[src/pkg/lsc_pkg.sv]
package lsc_pkg;
	// core clock and link bit timing
	localparam int CLK_PERIOD_NS = 10;
	localparam int REF_PERIOD_NS = 200;
	localparam int SLOW_BIT_NS = 100;
	localparam int FAST_BIT_NS = 50;
	localparam logic [3:0] SLOW_BIT_CYC = 4'(SLOW_BIT_NS / CLK_PERIOD_NS);
	localparam logic [3:0] FAST_BIT_CYC = 4'(FAST_BIT_NS / CLK_PERIOD_NS);
	// strap counts as clocked while an edge was seen within two reference periods
	localparam logic [5:0] STRAP_WIN_CYC = 6'(2 * REF_PERIOD_NS / CLK_PERIOD_NS);
	// edges until the strap synchroniser holds real samples after reset
	localparam logic [1:0] STRAP_WARM_CYC = 2'h3;
	// packet shapes
	localparam logic [3:0] DATA_PKT_BITS = 4'hb;
	localparam logic [3:0] ACK_PKT_BITS = 4'h2;
	localparam logic [3:0] DATA_BITS = 4'h8;
	localparam int BYTE_W = 8;
	localparam int FIFO_DEPTH = 32;

	// receiver states
	typedef enum logic [3:0] {
		RX_IDLE = 4'h1,
		RX_FLAG = 4'h2,
		RX_DATA = 4'h4,
		RX_STOP = 4'h8
	} lsc_rx_state_e;

	// transmitter states
	typedef enum logic [1:0] {
		TX_IDLE = 2'h1,
		TX_SEND = 2'h2
	} lsc_tx_state_e;
endpackage

[src/pkg/lsc_rx_if.sv]
`timescale 1ns/1ps
interface lsc_rx_if;
	logic [3:0] bit_cyc;
	logic [7:0] data;
	logic data_stb;
	logic ack_stb;
	// receiver decodes, core sets the bit time
	modport rx (input bit_cyc, output data, output data_stb, output ack_stb);
	modport core (output bit_cyc, input data, input data_stb, input ack_stb);
endinterface
[src/logic/lsc_fifo.sv]
`timescale 1ns/1ps
module lsc_fifo #(
	parameter int WIDTH = 8,
	parameter int DEPTH = 32
) (
	// clock and reset
	input wire logic core_clk,
	input wire logic rst_n,
	// fill side
	input wire logic in_valid,
	output logic in_ready,
	input wire logic [WIDTH-1:0] in_data,
	// drain side
	output logic out_valid,
	input wire logic out_ready,
	output logic [WIDTH-1:0] out_data
);
	localparam int AW = $clog2(DEPTH);
	localparam logic [AW:0] FULL_CNT = (AW+1)'(DEPTH);

	logic [WIDTH-1:0] mem [DEPTH];
	logic [AW-1:0] wr_ptr;
	logic [AW-1:0] rd_ptr;
	logic [AW:0] count;
	logic [AW:0] next_count;
	logic push;
	logic pop;

	// handshakes on both sides
	assign push = in_valid && in_ready;
	assign pop = out_valid && out_ready;
	assign out_valid = count != '0;
	assign out_data = mem[rd_ptr];

	// occupancy after this cycle
	always_comb begin
		next_count = count;
		if (push && !pop) begin
			next_count = count + 1'b1;
		end else if (pop && !push) begin
			next_count = count - 1'b1;
		end
	end

	// pointers, count and a registered ready
	always_ff @(posedge core_clk or negedge rst_n) begin
		if (!rst_n) begin
			wr_ptr <= '0;
			rd_ptr <= '0;
			count <= '0;
			in_ready <= 1'b0;
		end else begin
			if (push) begin
				wr_ptr <= wr_ptr + 1'b1;
			end
			if (pop) begin
				rd_ptr <= rd_ptr + 1'b1;
			end
			count <= next_count;
			in_ready <= next_count != FULL_CNT;
		end
	end

	// storage, indexed by the write pointer
	always_ff @(posedge core_clk) begin
		if (push) begin
			mem[wr_ptr] <= in_data;
		end
	end
endmodule

[src/logic/lsc_link_core.sv]
`timescale 1ns/1ps
// Function
// - serial output rests low whenever no packet is in flight
// - data packet: high start, one, eight data bits, low stop
// - data bits go least significant first, most significant just before stop
// - acknowledge packet is a high start bit then a zero bit
// - next data byte waits until the previous byte is acknowledged
// - every received byte earns exactly one acknowledge on our output
// - acknowledge goes out only after the consumer took the byte
// - receive and transmit paths run independently and at the same time
// - incoming line is sampled asynchronously, any peer clock phase tolerated
// - bit times count core clock cycles, 10 per bit slow and 5 per bit fast
// - strap high gives peripheral mode slow; strap clocked gives peripheral fast
// - strap low gives bus mode with speed from the rate select pin
// - bus mode: rate select low is 10, high is 20 Mbit/s
// - reset holds serial output and handshake outputs low
// - reset disables interrupts and floats the host data bus
module lsc_link_core
	import lsc_pkg::*;
(
	// clock and reset
	input wire logic core_clk,
	input wire logic rst_n,
	// mode and speed straps
	input wire logic mode_speed_strap,
	input wire logic fast_rate_select,
	// serial link
	input wire logic serial_rx_line,
	output logic serial_tx_line,
	// outbound bytes
	input wire logic [7:0] tx_data,
	input wire logic tx_valid,
	output logic tx_ready,
	// inbound bytes
	output logic [7:0] parallel_out_bus,
	output logic out_port_valid,
	input wire logic out_port_taken,
	// handshake and interrupt outputs, interrupt enable input
	output logic in_port_acknowledge,
	output logic rx_full_irq,
	output logic tx_empty_irq,
	input wire logic irq_enable,
	// host data bus
	input wire logic host_rd,
	output logic [7:0] host_data_bus,
	output logic host_data_oe_n
);
	lsc_rx_if lnk ();

	logic strap_s1;
	logic strap_s2;
	logic strap_prev;
	logic [5:0] strap_win;
	logic [1:0] strap_warm;
	logic strap_clocked;
	logic periph_mode;
	logic fast_link;

	logic fifo_valid;
	logic [7:0] fifo_data;

	lsc_tx_state_e tx_st;
	logic [9:0] tx_sreg;
	logic [3:0] tx_nleft;
	logic [3:0] tx_cnt;
	logic tx_is_data;
	logic await_ack;
	logic ack_owed;
	logic ack_load;
	logic data_load;

	logic rx_full;
	logic next_rx_full;
	logic take;

	// outbound byte buffer, drained by the transmitter one packet at a time
	lsc_fifo #(
		.WIDTH(BYTE_W),
		.DEPTH(FIFO_DEPTH)
	) u_tx_fifo (
		.core_clk(core_clk),
		.rst_n(rst_n),
		.in_valid(tx_valid),
		.in_ready(tx_ready),
		.in_data(tx_data),
		.out_valid(fifo_valid),
		.out_ready(data_load),
		.out_data(fifo_data)
	);

	// receive path runs on its own, side by side with the transmitter
	lsc_rx u_rx (
		.core_clk(core_clk),
		.rst_n(rst_n),
		.rx_line(serial_rx_line),
		.lnk(lnk.rx)
	);

	// strap synchroniser
	always_ff @(posedge core_clk or negedge rst_n) begin
		if (!rst_n) begin
			strap_s1 <= 1'b0;
			strap_s2 <= 1'b0;
		end else begin
			strap_s1 <= mode_speed_strap;
			strap_s2 <= strap_s1;
		end
	end

	// strap watcher: edges within the window mean it carries the reference clock
	// compares wait until the synchroniser has flushed its reset zeros, else a
	// strap tied high would look like one clock edge and pick the fast rate
	always_ff @(posedge core_clk or negedge rst_n) begin
		if (!rst_n) begin
			strap_warm <= 2'h0;
			strap_prev <= 1'b0;
			strap_win <= 6'h00;
		end else begin
			strap_prev <= strap_s2;
			if (strap_warm != STRAP_WARM_CYC) begin
				strap_warm <= strap_warm + 2'h1;
			end else if (strap_s2 != strap_prev) begin
				strap_win <= STRAP_WIN_CYC;
			end else if (strap_win != 6'h00) begin
				strap_win <= strap_win - 6'h01;
			end
		end
	end

	// mode and rate decode
	assign strap_clocked = strap_win != 6'h00;
	assign periph_mode = strap_clocked || strap_prev;
	assign fast_link = periph_mode ? strap_clocked : fast_rate_select;

	// bit time in core cycles
	always_ff @(posedge core_clk or negedge rst_n) begin
		if (!rst_n) begin
			lnk.bit_cyc <= SLOW_BIT_CYC;
		end else begin
			lnk.bit_cyc <= fast_link ? FAST_BIT_CYC : SLOW_BIT_CYC;
		end
	end

	// packet selection at a boundary: owed acknowledge beats data
	assign ack_load = tx_st == TX_IDLE && ack_owed;
	assign data_load = tx_st == TX_IDLE && !ack_owed && fifo_valid && !await_ack;

	// transmitter: first bit leaves at load, the rest shift out of tx_sreg
	always_ff @(posedge core_clk or negedge rst_n) begin
		if (!rst_n) begin
			tx_st <= TX_IDLE;
			tx_sreg <= 10'h000;
			tx_nleft <= 4'h0;
			tx_cnt <= 4'h0;
			tx_is_data <= 1'b0;
			serial_tx_line <= 1'b0;
		end else begin
			case (tx_st)
				TX_IDLE: begin
					serial_tx_line <= 1'b0;
					tx_cnt <= lnk.bit_cyc - 4'h1;
					if (ack_load) begin
						serial_tx_line <= 1'b1;
						tx_sreg <= 10'h000;
						tx_nleft <= ACK_PKT_BITS - 4'h1;
						tx_is_data <= 1'b0;
						tx_st <= TX_SEND;
					end else if (data_load) begin
						serial_tx_line <= 1'b1;
						tx_sreg <= {1'b0, fifo_data, 1'b1};
						tx_nleft <= DATA_PKT_BITS - 4'h1;
						tx_is_data <= 1'b1;
						tx_st <= TX_SEND;
					end
				end
				TX_SEND: begin
					if (tx_cnt != 4'h0) begin
						tx_cnt <= tx_cnt - 4'h1;
					end else if (tx_nleft == 4'h0) begin
						serial_tx_line <= 1'b0;
						tx_st <= TX_IDLE;
					end else begin
						serial_tx_line <= tx_sreg[0];
						tx_sreg <= {1'b0, tx_sreg[9:1]};
						tx_nleft <= tx_nleft - 4'h1;
						tx_cnt <= lnk.bit_cyc - 4'h1;
					end
				end
				default: tx_st <= TX_IDLE;
			endcase
		end
	end

	// outstanding data byte, freed by the peer's acknowledge
	always_ff @(posedge core_clk or negedge rst_n) begin
		if (!rst_n) begin
			await_ack <= 1'b0;
		end else if (data_load) begin
			await_ack <= 1'b1;
		end else if (lnk.ack_stb) begin
			await_ack <= 1'b0;
		end
	end

	// acknowledge credit: owed once the consumer took the byte
	assign take = rx_full && out_port_taken;
	always_ff @(posedge core_clk or negedge rst_n) begin
		if (!rst_n) begin
			ack_owed <= 1'b0;
		end else if (take) begin
			ack_owed <= 1'b1;
		end else if (ack_load) begin
			ack_owed <= 1'b0;
		end
	end

	// receive holding byte, a new byte wins over a take in the same cycle
	assign next_rx_full = lnk.data_stb || (rx_full && !take);
	always_ff @(posedge core_clk or negedge rst_n) begin
		if (!rst_n) begin
			rx_full <= 1'b0;
			parallel_out_bus <= 8'h00;
			out_port_valid <= 1'b0;
			rx_full_irq <= 1'b0;
		end else begin
			rx_full <= next_rx_full;
			if (lnk.data_stb) begin
				parallel_out_bus <= lnk.data;
			end
			out_port_valid <= periph_mode && next_rx_full;
			rx_full_irq <= !periph_mode && irq_enable && next_rx_full;
		end
	end

	// handshake and empty indication
	always_ff @(posedge core_clk or negedge rst_n) begin
		if (!rst_n) begin
			in_port_acknowledge <= 1'b0;
			tx_empty_irq <= 1'b0;
		end else begin
			if (data_load || !periph_mode) begin
				in_port_acknowledge <= 1'b0;
			end else if (lnk.ack_stb) begin
				in_port_acknowledge <= 1'b1;
			end
			tx_empty_irq <= !periph_mode && irq_enable && !fifo_valid && !await_ack;
		end
	end

	// host bus: driven only on a bus-mode read, floated through reset
	always_ff @(posedge core_clk or negedge rst_n) begin
		if (!rst_n) begin
			host_data_bus <= 8'h00;
			host_data_oe_n <= 1'b1;
		end else begin
			host_data_bus <= parallel_out_bus;
			host_data_oe_n <= !(!periph_mode && host_rd);
		end
	end
endmodule

[src/logic/lsc_rx.sv]
`timescale 1ns/1ps
module lsc_rx
	import lsc_pkg::*;
(
	// clock and reset
	input wire logic core_clk,
	input wire logic rst_n,
	// raw incoming line
	input wire logic rx_line,
	// decoded packets
	lsc_rx_if.rx lnk
);
	logic sync1;
	logic line;
	lsc_rx_state_e state;
	logic [3:0] cnt;
	logic [3:0] nbit;
	logic [7:0] shreg;

	// two-flop synchroniser, the peer clock has any phase to ours
	always_ff @(posedge core_clk or negedge rst_n) begin
		if (!rst_n) begin
			sync1 <= 1'b0;
			line <= 1'b0;
		end else begin
			sync1 <= rx_line;
			line <= sync1;
		end
	end

	// oversampled decoder: find start edge, then sample at bit centres
	always_ff @(posedge core_clk or negedge rst_n) begin
		if (!rst_n) begin
			state <= RX_IDLE;
			cnt <= 4'h0;
			nbit <= 4'h0;
			shreg <= 8'h00;
			lnk.data <= 8'h00;
			lnk.data_stb <= 1'b0;
			lnk.ack_stb <= 1'b0;
		end else begin
			lnk.data_stb <= 1'b0;
			lnk.ack_stb <= 1'b0;
			case (state)
				RX_IDLE: begin
					if (line) begin
						cnt <= lnk.bit_cyc + (lnk.bit_cyc >> 1) - 4'h1;
						state <= RX_FLAG;
					end
				end
				RX_FLAG: begin
					if (cnt != 4'h0) begin
						cnt <= cnt - 4'h1;
					end else if (!line) begin
						lnk.ack_stb <= 1'b1;
						state <= RX_IDLE;
					end else begin
						cnt <= lnk.bit_cyc - 4'h1;
						nbit <= 4'h0;
						state <= RX_DATA;
					end
				end
				RX_DATA: begin
					if (cnt != 4'h0) begin
						cnt <= cnt - 4'h1;
					end else begin
						shreg <= {line, shreg[7:1]};
						cnt <= lnk.bit_cyc - 4'h1;
						nbit <= nbit + 4'h1;
						if (nbit == DATA_BITS - 4'h1) begin
							state <= RX_STOP;
						end
					end
				end
				RX_STOP: begin
					if (cnt != 4'h0) begin
						cnt <= cnt - 4'h1;
					end else begin
						if (!line) begin
							lnk.data <= shreg;
							lnk.data_stb <= 1'b1;
						end
						state <= RX_IDLE;
					end
				end
				default: state <= RX_IDLE;
			endcase
		end
	end
endmodule

[config.mk]
export PLATFORM = sky130hd
export DESIGN_NAME = lsc_link_core
export DESIGN_NICKNAME = d
export VERILOG_FILES = /design/src/pkg/lsc_pkg.sv /design/src/pkg/lsc_rx_if.sv /design/src/logic/lsc_fifo.sv /design/src/logic/lsc_link_core.sv /design/src/logic/lsc_rx.sv
export SDC_FILE = /design/constraint.sdc
export NUM_CORES = 1
export LEC_CHECK = 0
export ABC_AREA = 0
export ABC_CLOCK_PERIOD_IN_PS = 2570
export BUFFER_PORTS_ARGS = -buffer_cell sky130_fd_sc_hd__clkbuf_2
export CAP_MARGIN = 25
export CORE_MARGIN = 2
export CORE_UTILIZATION = 50
export CTS_CLUSTER_SIZE = 10
export DETAILED_ROUTE_END_ITERATION = 8
export HOLD_SLACK_MARGIN = 0.05
export PLACE_DENSITY = 0.69
export SYNTH_ARGS = -nofsm -noshare
export SYNTH_HDL_FRONTEND = slang
export SYNTH_HIERARCHICAL = 1
export SYNTH_SLANG_ARGS = --single-unit
[constraint.sdc]
create_clock -name core_clk -period 2.57 [get_ports core_clk]
set_clock_uncertainty 0.15 [all_clocks]
set_input_delay 0.514 -clock core_clk [delete_from_list [all_inputs] [get_ports core_clk]]
set_output_delay 0.514 -clock core_clk [all_outputs]
set_load 0.02 [all_outputs]
==> run summary, run 1 <==
Final setup margin: -0.0428 ns
Failing checks: setup timing
GPL Wtd Cong: 0.837
Final min period: 2.61 ns
I/O pins: 40
Crit-path max FO: 6
Fill cells: 2271
Rows: 64
Placeable core area: 0.0304 sq mm
Synth-to-Final Area Change: 19.3%
P_leak: 6.82 nW
Critical Path RT: 2.82 ns
CTS max path bufs: 3
Worst Hold End: tx_empty_irq$_DFF_PN0_
RSZ-0062 raised after global routing: true
Count of different cell masters after synthesis: 82
Vias per inst: 5.73
Syn_nets: 1030
Power Density: 1020 mW/mm^2
Max-Cap Viols: 0
Largest net degree at the start of global routing: 35
Final net count: 1169
# DRC: 0
Final Setup Violations: 5
Synth Flop Type: edfxtp_1
Number of antenna diodes: 0
Max VDD drop: 0.787 mV
Fin. Hold Viols: 0
Global Route Usage Sum: 20.7%
Seq/Total Area, Yosys: 67.4%
Mapped Area: 0.0153 sq mm
Worst-path clk slew: 0.06 ns
Most frequent cells in the layout: edfxtp_1, dfrtp_1, buf_4
CTS Buf Count: 42
Worst-skew pair later-pin latency: 0.55 ns
FF/Latch Area: 0.0104 sq mm
DP Cell Count: 1469
Iteration count of the initial detailed-routing pass: 5
Synth Register Bits: 362
Asr flop ratio synth: 29.3%
Setup Total Neg Slack: -0.117 ns
Antenna viol nets, final: 0
Vias in the first global route: 8888
Die width: 179 um
Total routed wirelength: 32600 um
H-tree level count: 2
Max transition margin: 50.8%
Outcome: complete, but fails checks
Die extent in y: 179 um
First-pass GRT wire length: 50100 um
Post-DR wirelength/cell: 21.0 um
Post-synth EDFFs: 256
Layout cell share with drive strength beyond 1: 29.4%
Die ar.: 0.0321 sq mm
Final Slew Violations: 0
Hold path depth: 2
Design Area, Final: 0.0183 sq mm
Hold Crit Class: in2reg
Multi-input logic area: 0.00490 sq mm
CTS tree: done
TritonCTS Sinks: 362
Initial Utilization: 50.4%
Post-detail-place hpwl: 20400 um
Syn. warnings: 6
Pwr Total: 18.6 mW
CP Capture Type: register
Setup WS pre-CTS: -0.125 ns
Synth Instances: 987
Depth of the most critical reg-to-reg path: 9
Final cell count without fillers: 1556
Worst Setup Path Type: reg2reg
Placed cell area: 0.0166 sq mm
Most common cell after layout, fill and taps aside: edfxtp_1
Data arrival, critical path: 2.87 ns
Fmax: 383 MHz
Root Driver: clkbuf_16
Via count: 8920
Crit Reg-Reg Startpoint: u_tx_fifo/rd_ptr[0]$_DFFE_PN0P_
Remaining Overflow, GRT: 0
Hold Crit Start: irq_enable
Worst r2r dst: tx_sreg[7]$_DFFE_PN0P_
Port Buffers: 39
Initial antenna violation count: 0
Worst setup SP type: register
Fin crit share: 102%
Avg Synthesized Cell Area: 15.6 sq um
R2R Setup Slk: -0.04 ns
Slew @ Worst Pin: 0.737 ns
Initial DRC count: 729
## synth_stat cells (all sizes together) (15+ instances only)
cell	number	area, sq um
buf	27	174
dfrtp	102	2550
edfxtp	256	7690
ha	25	313
inv	38	143
mux2	58	676
mux2i	23	230
mux4	48	1120
nand2	69	259
nor2	60	233
nor2b	15	93.8
nor3	36	191
o21ai	43	223
## how the worst max path moves through the flow
stage / from / endpoint / cells after the start
3_3_place_gp: u_tx_fifo/count[0]$_DFF_PN0_ / u_tx_fifo/in_ready$_DFF_PN0_ / 11
3_5_place_dp: u_tx_fifo/count[1]$_DFF_PN0_ / u_tx_fifo/in_ready$_DFF_PN0_ / 11
5_1_grt: u_tx_fifo/rd_ptr[0]$_DFFE_PN0P_ / tx_sreg[6]$_DFFE_PN0P_ / 9
6_report: u_tx_fifo/rd_ptr[0]$_DFFE_PN0P_ / tx_sreg[7]$_DFFE_PN0P_ / 9
4_1_cts: u_tx_fifo/rd_ptr[0]$_DFFE_PN0P_ / tx_sreg[2]$_DFFE_PN0P_ / 10
2_1_floorplan: u_tx_fifo/count[0]$_DFF_PN0_ / u_tx_fifo/in_ready$_DFF_PN0_ / 12
## state kept, by name, summed over array words and instances, names as in the netlist, 4 cells and up
name	cells
u_tx_fifo/rd_ptr	5
tx_nleft	4
u_rx/nbit	4
u_tx_fifo/wr_ptr	5
u_rx/shreg	8
u_rx/lnk.data	8
u_rx/cnt	4
tx_cnt	4
strap_win	6
parallel_out_bus	8
u_tx_fifo/mem	256
tx_sreg	9
u_tx_fifo/count	6
host_data_bus	8
u_rx/state	4
## power by group
group	total, mW	switching, mW	internal, mW
Sequential	7.35	0.494	6.86
Combinational	5.76	2.89	2.87
Clock	5.48	2.27	3.21
Total	18.6	5.65	12.9
## worst max-delay path, stage by stage, from the launching register on
cell and delay [ns]:
dfrtp_4 0.55, buf_6 0.16, buf_4 0.13, mux4_2 0.51, mux2i_4 0.21, o21ai_2 0.11
a21oi_2 0.15, nor2_1 0.06, a22o_1 0.19, mux2_4 0.25
## logic make-up after synthesis
family | count (synthesis) | synth area share [%]
XOR/XNOR | 18 | 1.03
AO/OA/AOI/OAI | 121 | 5.36
multiplexers | 129 | 13.2
adder cells (fa/ha/maj) | 26 | 2.17
AND/OR/NAND/NOR | 252 | 8.45
buffers and inverters | 79 | 2.40
flip-flops | 362 | 67.4
## per-layer routing
layer | part of all wire (%) | track usage [%] | up-vias
li1 | - | - | 4038
met1 | 42 | 27.9 | 4573
met2 | 50 | 34.6 | 242
met3 | 4.8 | 3.10 | 67
met4 | 3.0 | 7.46 | 0
met5 | 0 | 0 | -
## stage by stage
stage / hold WS, ns / utilization [%]
5_1_grt: 0.0916 / 60.2
4_1_cts: 0.0862 / 59.9
2_1_floorplan: 0.0684 / -
3_5_place_dp: 0.186 / 54.6
6_report: 0.0943 / 60.2
3_3_place_gp: 0.182 / 54.6
## cell type report
class,count,area share [%]
sequential,362,56.5
multi-input combinational,546,26.8
clock buffer,73,6.38
timing repair buffer,135,6.23
tap,396,2.71
inverter,39,0.800
clock inverter,5,0.567
## repair_timing
| item | in CTS | in global routing |
|---|---|---|
| setup buffers | 4 | 1 |
| resized for setup | 51 | 34 |
| cloned | 3 | 0 |
| endpoints found under the hold margin | 27 | 0 |
| pin swaps | 6 | 11 |
| hold buffers | 4 | 0 |
| setup endpoints to repair | 13 | 12 |
No activity file was read; power rests on OpenSTA's default activity.
==> run 2: changes to the inputs <==
- CORE_ASPECT_RATIO: unset -> 1.4
- PLACE_DENSITY: 0.69 -> 0.77
==> run summary, run 2 (synthesis results as in run 1) <==
Port Buffers: 39 (unchanged)
FF/Latch Area: 0.0104 sq mm (unchanged)
Initial Utilization: 51.0% (was 50.4%)
Multi-input logic area: 0.00471 sq mm (was 0.00490 sq mm)
Max transition margin: 46.0% (was 50.8%)
Pwr Total: 18.0 mW (was 18.6 mW)
Max reg flops: 256 (unchanged)
Most common cell after layout, fill and taps aside: edfxtp_1 (unchanged)
P_leak: 6.80 nW (was 6.82 nW)
Post-DR wirelength/cell: 20.8 um (was 21.0 um)
Failing checks: setup timing (unchanged)
Die extent in y: 211 um (was 179 um)
Placeable core area: 0.0301 sq mm (was 0.0304 sq mm)
Most frequent cells in the layout: edfxtp_1, dfrtp_1, buf_4 (unchanged)
Worst setup SP type: register (unchanged)
CTS max path bufs: 3 (unchanged)
GPL Wtd Cong: 0.827 (was 0.837)
Power Density: 997 mW/mm^2 (was 1020 mW/mm^2)
Hold_ws: 0.145 ns (was 0.0943 ns)
Fin util: 59.9% (was 60.2%)
CTS Buf Count: 42 (unchanged)
Die ar.: 0.0321 sq mm (about the same)
Via count: 8849 (was 8920)
Max VDD drop: 0.741 mV (was 0.787 mV)
Fin. Hold Viols: 0 (unchanged)
H-tree level count: 2 (unchanged)
Root Driver: clkbuf_16 (unchanged)
Hold Crit Class: in2reg (unchanged)
Initial DRC count: 635 (was 729)
CP Capture Type: register (unchanged)
Setup Total Neg Slack: -0.261 ns (was -0.117 ns)
Initial antenna violation count: 0 (unchanged)
Remaining Overflow, GRT: 0 (unchanged)
Largest net degree at the start of global routing: 43 (was 35)
Max-Cap Viols: 0 (unchanged)
Top reg by flops: u_tx_fifo/mem (unchanged)
Worst Setup Path Type: reg2reg (unchanged)
Crit Reg-Reg Startpoint: u_tx_fifo/rd_ptr[0]$_DFFE_PN0P_ (unchanged)
Number of antenna diodes: 0 (unchanged)
Largest registers: u_tx_fifo/mem x256, tx_sreg x9 (unchanged)
Final Slew Violations: 0 (unchanged)
Fin crit share: 103% (was 102%)
Fill cells: 2188 (was 2271)
Layout cell share with drive strength beyond 1: 27.3% (was 29.4%)
Post-detail-place hpwl: 19900 um (was 20400 um)
Final net count: 1171 (was 1169)
Outcome: complete, but fails checks (unchanged)
Final min period: 2.66 ns (was 2.61 ns)
Worst-skew pair later-pin latency: 0.56 ns (was 0.55 ns)
Hold Crit Start: out_port_taken (was irq_enable)
Worst-path clk slew: 0.06 ns (about the same)
Critical Path RT: 2.84 ns (was 2.82 ns)
Final Setup Violations: 5 (unchanged)
First-pass GRT wire length: 49700 um (was 50100 um)
# DRC: 0 (unchanged)
Vias per inst: 5.75 (was 5.73)
Final setup margin: -0.0880 ns (was -0.0428 ns)
I/O pins: 40 (unchanged)
Worst setup startpoint: u_tx_fifo/rd_ptr[0]$_DFFE_PN0P_ (unchanged)
Total routed wirelength: 32000 um (was 32600 um)
Slew @ Worst Pin: 0.810 ns (was 0.737 ns)
Data arrival, critical path: 2.93 ns (was 2.87 ns)
Vias in the first global route: 9131 (was 8888)
RSZ-0062 raised after global routing: true (unchanged)
Rows: 75 (was 64)
CTS tree: done (unchanged)
Fmax: 376 MHz (was 383 MHz)
Global Route Usage Sum: 19.9% (was 20.7%)
Crit-path max FO: 6 (unchanged)
Die width: 152 um (was 179 um)
Antenna viol nets, final: 0 (unchanged)
Iteration count of the initial detailed-routing pass: 5 (unchanged)
Synth-to-Final Area Change: 17.6% (was 19.3%)
TritonCTS Sinks: 362 (unchanged)
## run 2: cell types whose count changed in the layout (fill, tap and decap cells not counted), moves of 4 or more
cell      before  now
clkbuf_1      31   25
buf_4         72   78
mux4_1         6   10
o21ai_1       14    7
mux2i_1       10   21
mux2i_4       11    0
o21ai_0       26   34
mux4_2        42   38
buf_6          7    3
## run 2: critical path, cell delays in order (launching register included)
cell	delay (ns)
dfrtp_4	0.53
buf_16	0.17
buf_6	0.11
mux4_1	0.55
mux2i_1	0.21
o21ai_1	0.12
a21oi_2	0.16
nor2_1	0.06
a22o_1	0.21
mux2_2	0.27
## run 2: stage by stage
stage / worst slack [ns] / instances / area [sq um]
floorplan: 0.0352 / 987 / 15400
global placement: -0.0305 / 1448 / 16500
detailed placement: -0.0595 / 1448 / 16500
CTS: -0.0308 / 1530 / 17900
global route: -0.186 / 1540 / 18000
finish: -0.0880 / 1540 / 18000
## run 2: layout make-up
type / instances / area share [%]
Multi-Input combinational cell: 546 / 26.1
Timing Repair Buffer: 137 / 6.34
Clock inverter: 4 / 0.374
Clock buffer: 67 / 6.34
Sequential cell: 362 / 57.4
Tap cell: 385 / 2.67
Inverter: 39 / 0.811
## run 2: repair_timing
| item | in CTS | in global routing |
|---|---|---|
| hold buffers | 5 | 0 |
| endpoints found under the hold margin | 38 | 0 |
| setup buffers | 4 | 9 |
| setup endpoints to repair | 7 | 12 |
| pin swaps | 0 | 8 |
| resized for setup | 8 | 18 |
| gates cloned | 2 | 2 |
## run 2: metal layers
layer,vias up,GRT usage [%],routed length (um)
met4,0,7.32,901
met3,59,3.28,1670
met2,281,37.2,17300
met1,4482,23.0,12100
met5,-,0,0
li1,4027,-,-
## run 2: worst paths after layout
check	endpoint	slack [ns]	depth (start not counted)
worst max-delay path	tx_sreg[1]$_DFFE_PN0P_	-0.09	9
worst max register to register	tx_sreg[1]$_DFFE_PN0P_	-0.09	9
worst min register to register	u_rx/line$_DFF_PN0_	0.22	0
max in group asynchronous	parallel_out_bus[5]$_DFFE_PN0P_	1.20	3
worst min-delay path	ack_owed$_DFFE_PN0P_	0.15	3
min in group asynchronous	strap_warm[0]$_DFFE_PN0N_	0.31	2
## run 2: power breakdown
part / switching, mW / internal [mW] / total [mW] / leakage [nW]
combinational: 2.60 / 2.74 / 5.35 / 2.58
clock: 2.22 / 3.05 / 5.28 / 0.576
sequential: 0.516 / 6.86 / 7.37 / 3.65
==> run 3: changes to the inputs <==
- ABC_CLOCK_PERIOD_IN_PS: 2570 -> 2600
- CORE_UTILIZATION: 50 -> 40
- PLACE_DENSITY: 0.77 -> 0.63
- SKIP_LAST_GASP: unset -> 1
- clock period: 2.57 -> 2.6 ns (I/O delays scaled with it)
==> run summary, run 3 (synthesis results as in run 1) <==
Max VDD drop: 0.541 mV (was 0.741 mV)
Initial DRC count: 441 (was 635)
Final Setup Violations: 0 (was 5)
Die extent in y: 236 um (was 211 um)
Max transition margin: 47.8% (was 46.0%)
Power Density: 968 mW/mm^2 (was 997 mW/mm^2)
Setup Total Neg Slack: 0 ns (was -0.261 ns)
Fin. Hold Viols: 0 (unchanged)
Total routed wirelength: 31600 um (was 32000 um)
Max Used Layer: met4 (unchanged)
CP Capture Type: register (unchanged)
Post-DR wirelength/cell: 19.5 um (was 20.8 um)
Metal3 WL: 1400 um (was 1670 um)
Data arrival, critical path: 2.86 ns (was 2.93 ns)
Worst-path clk slew: 0.06 ns (about the same)
Number of antenna diodes: 0 (unchanged)
GPL Wtd Cong: 0.819 (was 0.827)
Remaining Overflow, GRT: 0 (unchanged)
Largest net degree at the start of global routing: 53 (was 43)
Iteration count of the initial detailed-routing pass: 5 (unchanged)
CTS max path bufs: 3 (unchanged)
Layout cell share with drive strength beyond 1: 27.5% (was 27.3%)
Pwr Total: 17.5 mW (was 18.0 mW)
Most frequent cells in the layout: edfxtp_1, dfrtp_1, buf_4 (unchanged)
H-tree level count: 2 (unchanged)
Critical Path RT: 2.87 ns (was 2.84 ns)
Final setup margin: 0.00835 ns (was -0.0880 ns)
Max reg flops: 256 (unchanged)
Worst setup SP type: register (unchanged)
Global Route Usage Sum: 16.2% (was 19.9%)
RSZ-0062 raised after global routing: true (unchanged)
Slowest stage delay, CP: 0.53 ns (was 0.55 ns)
Top reg by flops: u_tx_fifo/mem (unchanged)
TritonCTS Sinks: 362 (unchanged)
Post-detail-place hpwl: 20500 um (was 19900 um)
Multi-input logic area: 0.00473 sq mm (was 0.00471 sq mm)
Crit Reg-Reg Startpoint: u_tx_fifo/rd_ptr[0]$_DFFE_PN0P_ (unchanged)
Worst Setup Path Type: reg2reg (unchanged)
Fmax: 386 MHz (was 376 MHz)
Slew @ Worst Pin: 0.782 ns (was 0.810 ns)
# DRC: 0 (unchanged)
Critical-path cell list: buf_12 -> buf_4 -> mux4_2 -> mux2i_1 -> o21ai_0 -> a21oi_1 -> buf_4 -> nor2_1 -> a22o_1 -> mux2_4 (was buf_16 -> buf_6 -> mux4_1 -> mux2i_1 -> o21ai_1 -> a21oi_2 -> nor2_1 -> a22o_1 -> mux2_2)
Via count: 8616 (was 8849)
Fin crit share: 99.7% (was 103%)
Vias per inst: 5.32 (was 5.75)
First-pass GRT wire length: 49800 um (was 49700 um)
Outcome: completed (was complete, but fails checks)
Initial Utilization: 40.7% (was 51.0%)
Hold path depth: 3 (unchanged)
Placed cell area: 0.0166 sq mm (was 0.0165 sq mm)
Root Driver: clkbuf_16 (unchanged)
Placeable core area: 0.0377 sq mm (was 0.0301 sq mm)
Hold Crit Start: out_port_taken (unchanged)
Port Buffers: 39 (unchanged)
Antenna viol nets, final: 0 (unchanged)
Crit-path leading delay family: multiplexers (unchanged)
Setup WS pre-CTS: -0.166 ns (was -0.0595 ns)
Max-Cap Viols: 0 (unchanged)
Fill cells: 3223 (was 2188)
I/O pins: 40 (unchanged)
Final cell count without fillers: 1620 (was 1540)
R2R Setup Slk: 0.008 ns (was -0.09 ns)
Design Area, Final: 0.0181 sq mm (was 0.0180 sq mm)
Crit-path max FO: 9 (was 6)
Buffers & Inverters on Critical Path: 3 (was 2)
CP max-delay cell: dfrtp_4 (was mux4_1)
P_leak: 6.74 nW (was 6.80 nW)
Crit-path most repeated cell: buf_4
Metal1 wirelength: 12600 um (was 12100 um)
Fin util: 47.9% (was 59.9%)
Hold Crit Class: in2reg (unchanged)
Die width: 170 um (was 152 um)
Hold_ws: 0.0892 ns (was 0.145 ns)
Final min period: 2.59 ns (was 2.66 ns)
Initial antenna violation count: 0 (unchanged)
Worst-skew pair later-pin latency: 0.54 ns (was 0.56 ns)
CTS Buf Count: 42 (unchanged)
Worst Hold End: ack_owed$_DFFE_PN0P_ (unchanged)
FF/Latch Area: 0.0104 sq mm (unchanged)
Synth-to-Final Area Change: 17.8% (was 17.6%)
Depth of the most critical reg-to-reg path: 10 (was 9)
DP Cell Count: 1532 (was 1448)
Largest registers: u_tx_fifo/mem x256, tx_sreg x9 (unchanged)
Final net count: 1163 (was 1171)
Met2 wire len: 16400 um (was 17300 um)
Worst r2r dst: tx_sreg[7]$_DFFE_PN0P_ (was tx_sreg[1]$_DFFE_PN0P_)
Rows: 84 (was 75)
Die ar.: 0.0400 sq mm (was 0.0321 sq mm)
Vias in the first global route: 8881 (was 9131)
Final Slew Violations: 0 (unchanged)
CTS tree: done (unchanged)
Most common cell after layout, fill and taps aside: edfxtp_1 (unchanged)
==> run 3: worst register-to-register path, stage by stage, from the launching register on <==
cell and delay (ns):
dfrtp_4 0.53, buf_12 0.17, buf_4 0.13, mux4_2 0.43, mux2i_1 0.22, o21ai_0 0.11, a21oi_1 0.13, buf_4 0.14
nor2_1 0.04, a22o_1 0.19, mux2_4 0.25
==> run 3: what timing repair did <==
item | in CTS | in global routing
endpoints found under the setup margin | 6 | 11
hold endpoints to repair | 37 | 0
gates resized for setup | 5 | 25
hold buffers | 4 | 0
setup buffers | 0 | 13
pin swaps | 0 | 1
==> run 3: how the worst max path moves through the flow <==
stage / cells after the start / endpoint / startpoint
2_1_floorplan: 12 / u_tx_fifo/in_ready$_DFF_PN0_ / u_tx_fifo/count[0]$_DFF_PN0_
3_3_place_gp: 9 / tx_sreg[6]$_DFFE_PN0P_ / u_tx_fifo/rd_ptr[0]$_DFFE_PN0P_
3_5_place_dp: 9 / tx_sreg[6]$_DFFE_PN0P_ / u_tx_fifo/rd_ptr[0]$_DFFE_PN0P_
4_1_cts: 9 / tx_sreg[6]$_DFFE_PN0P_ / u_tx_fifo/rd_ptr[0]$_DFFE_PN0P_
5_1_grt: 9 / tx_sreg[7]$_DFFE_PN0P_ / u_tx_fifo/rd_ptr[0]$_DFFE_PN0P_
6_report: 10 / tx_sreg[7]$_DFFE_PN0P_ / u_tx_fifo/rd_ptr[0]$_DFFE_PN0P_
==> run 3: layout make-up <==
type,instances,share of cell area (%)
Sequential cell,362,57.3
Multi-Input combinational cell,546,26.2
Clock buffer,66,6.31
Timing Repair Buffer,129,5.81
Tap cell,473,3.27
Inverter,39,0.810
Clock inverter,5,0.374
==> run 3: per-layer routing <==
metal	global-route usage, %	up-vias
met5	0	-
met4	6.27	0
met3	2.68	72
met2	29.1	210
met1	19.3	4329
li1	-	4005
==> run 3: where the power goes <==
part | internal, mW | leakage (nW) | switching, mW
logic | 2.54 | 2.52 | 2.50
clock network | 3.10 | 0.578 | 2.15
registers | 6.78 | 3.65 | 0.439
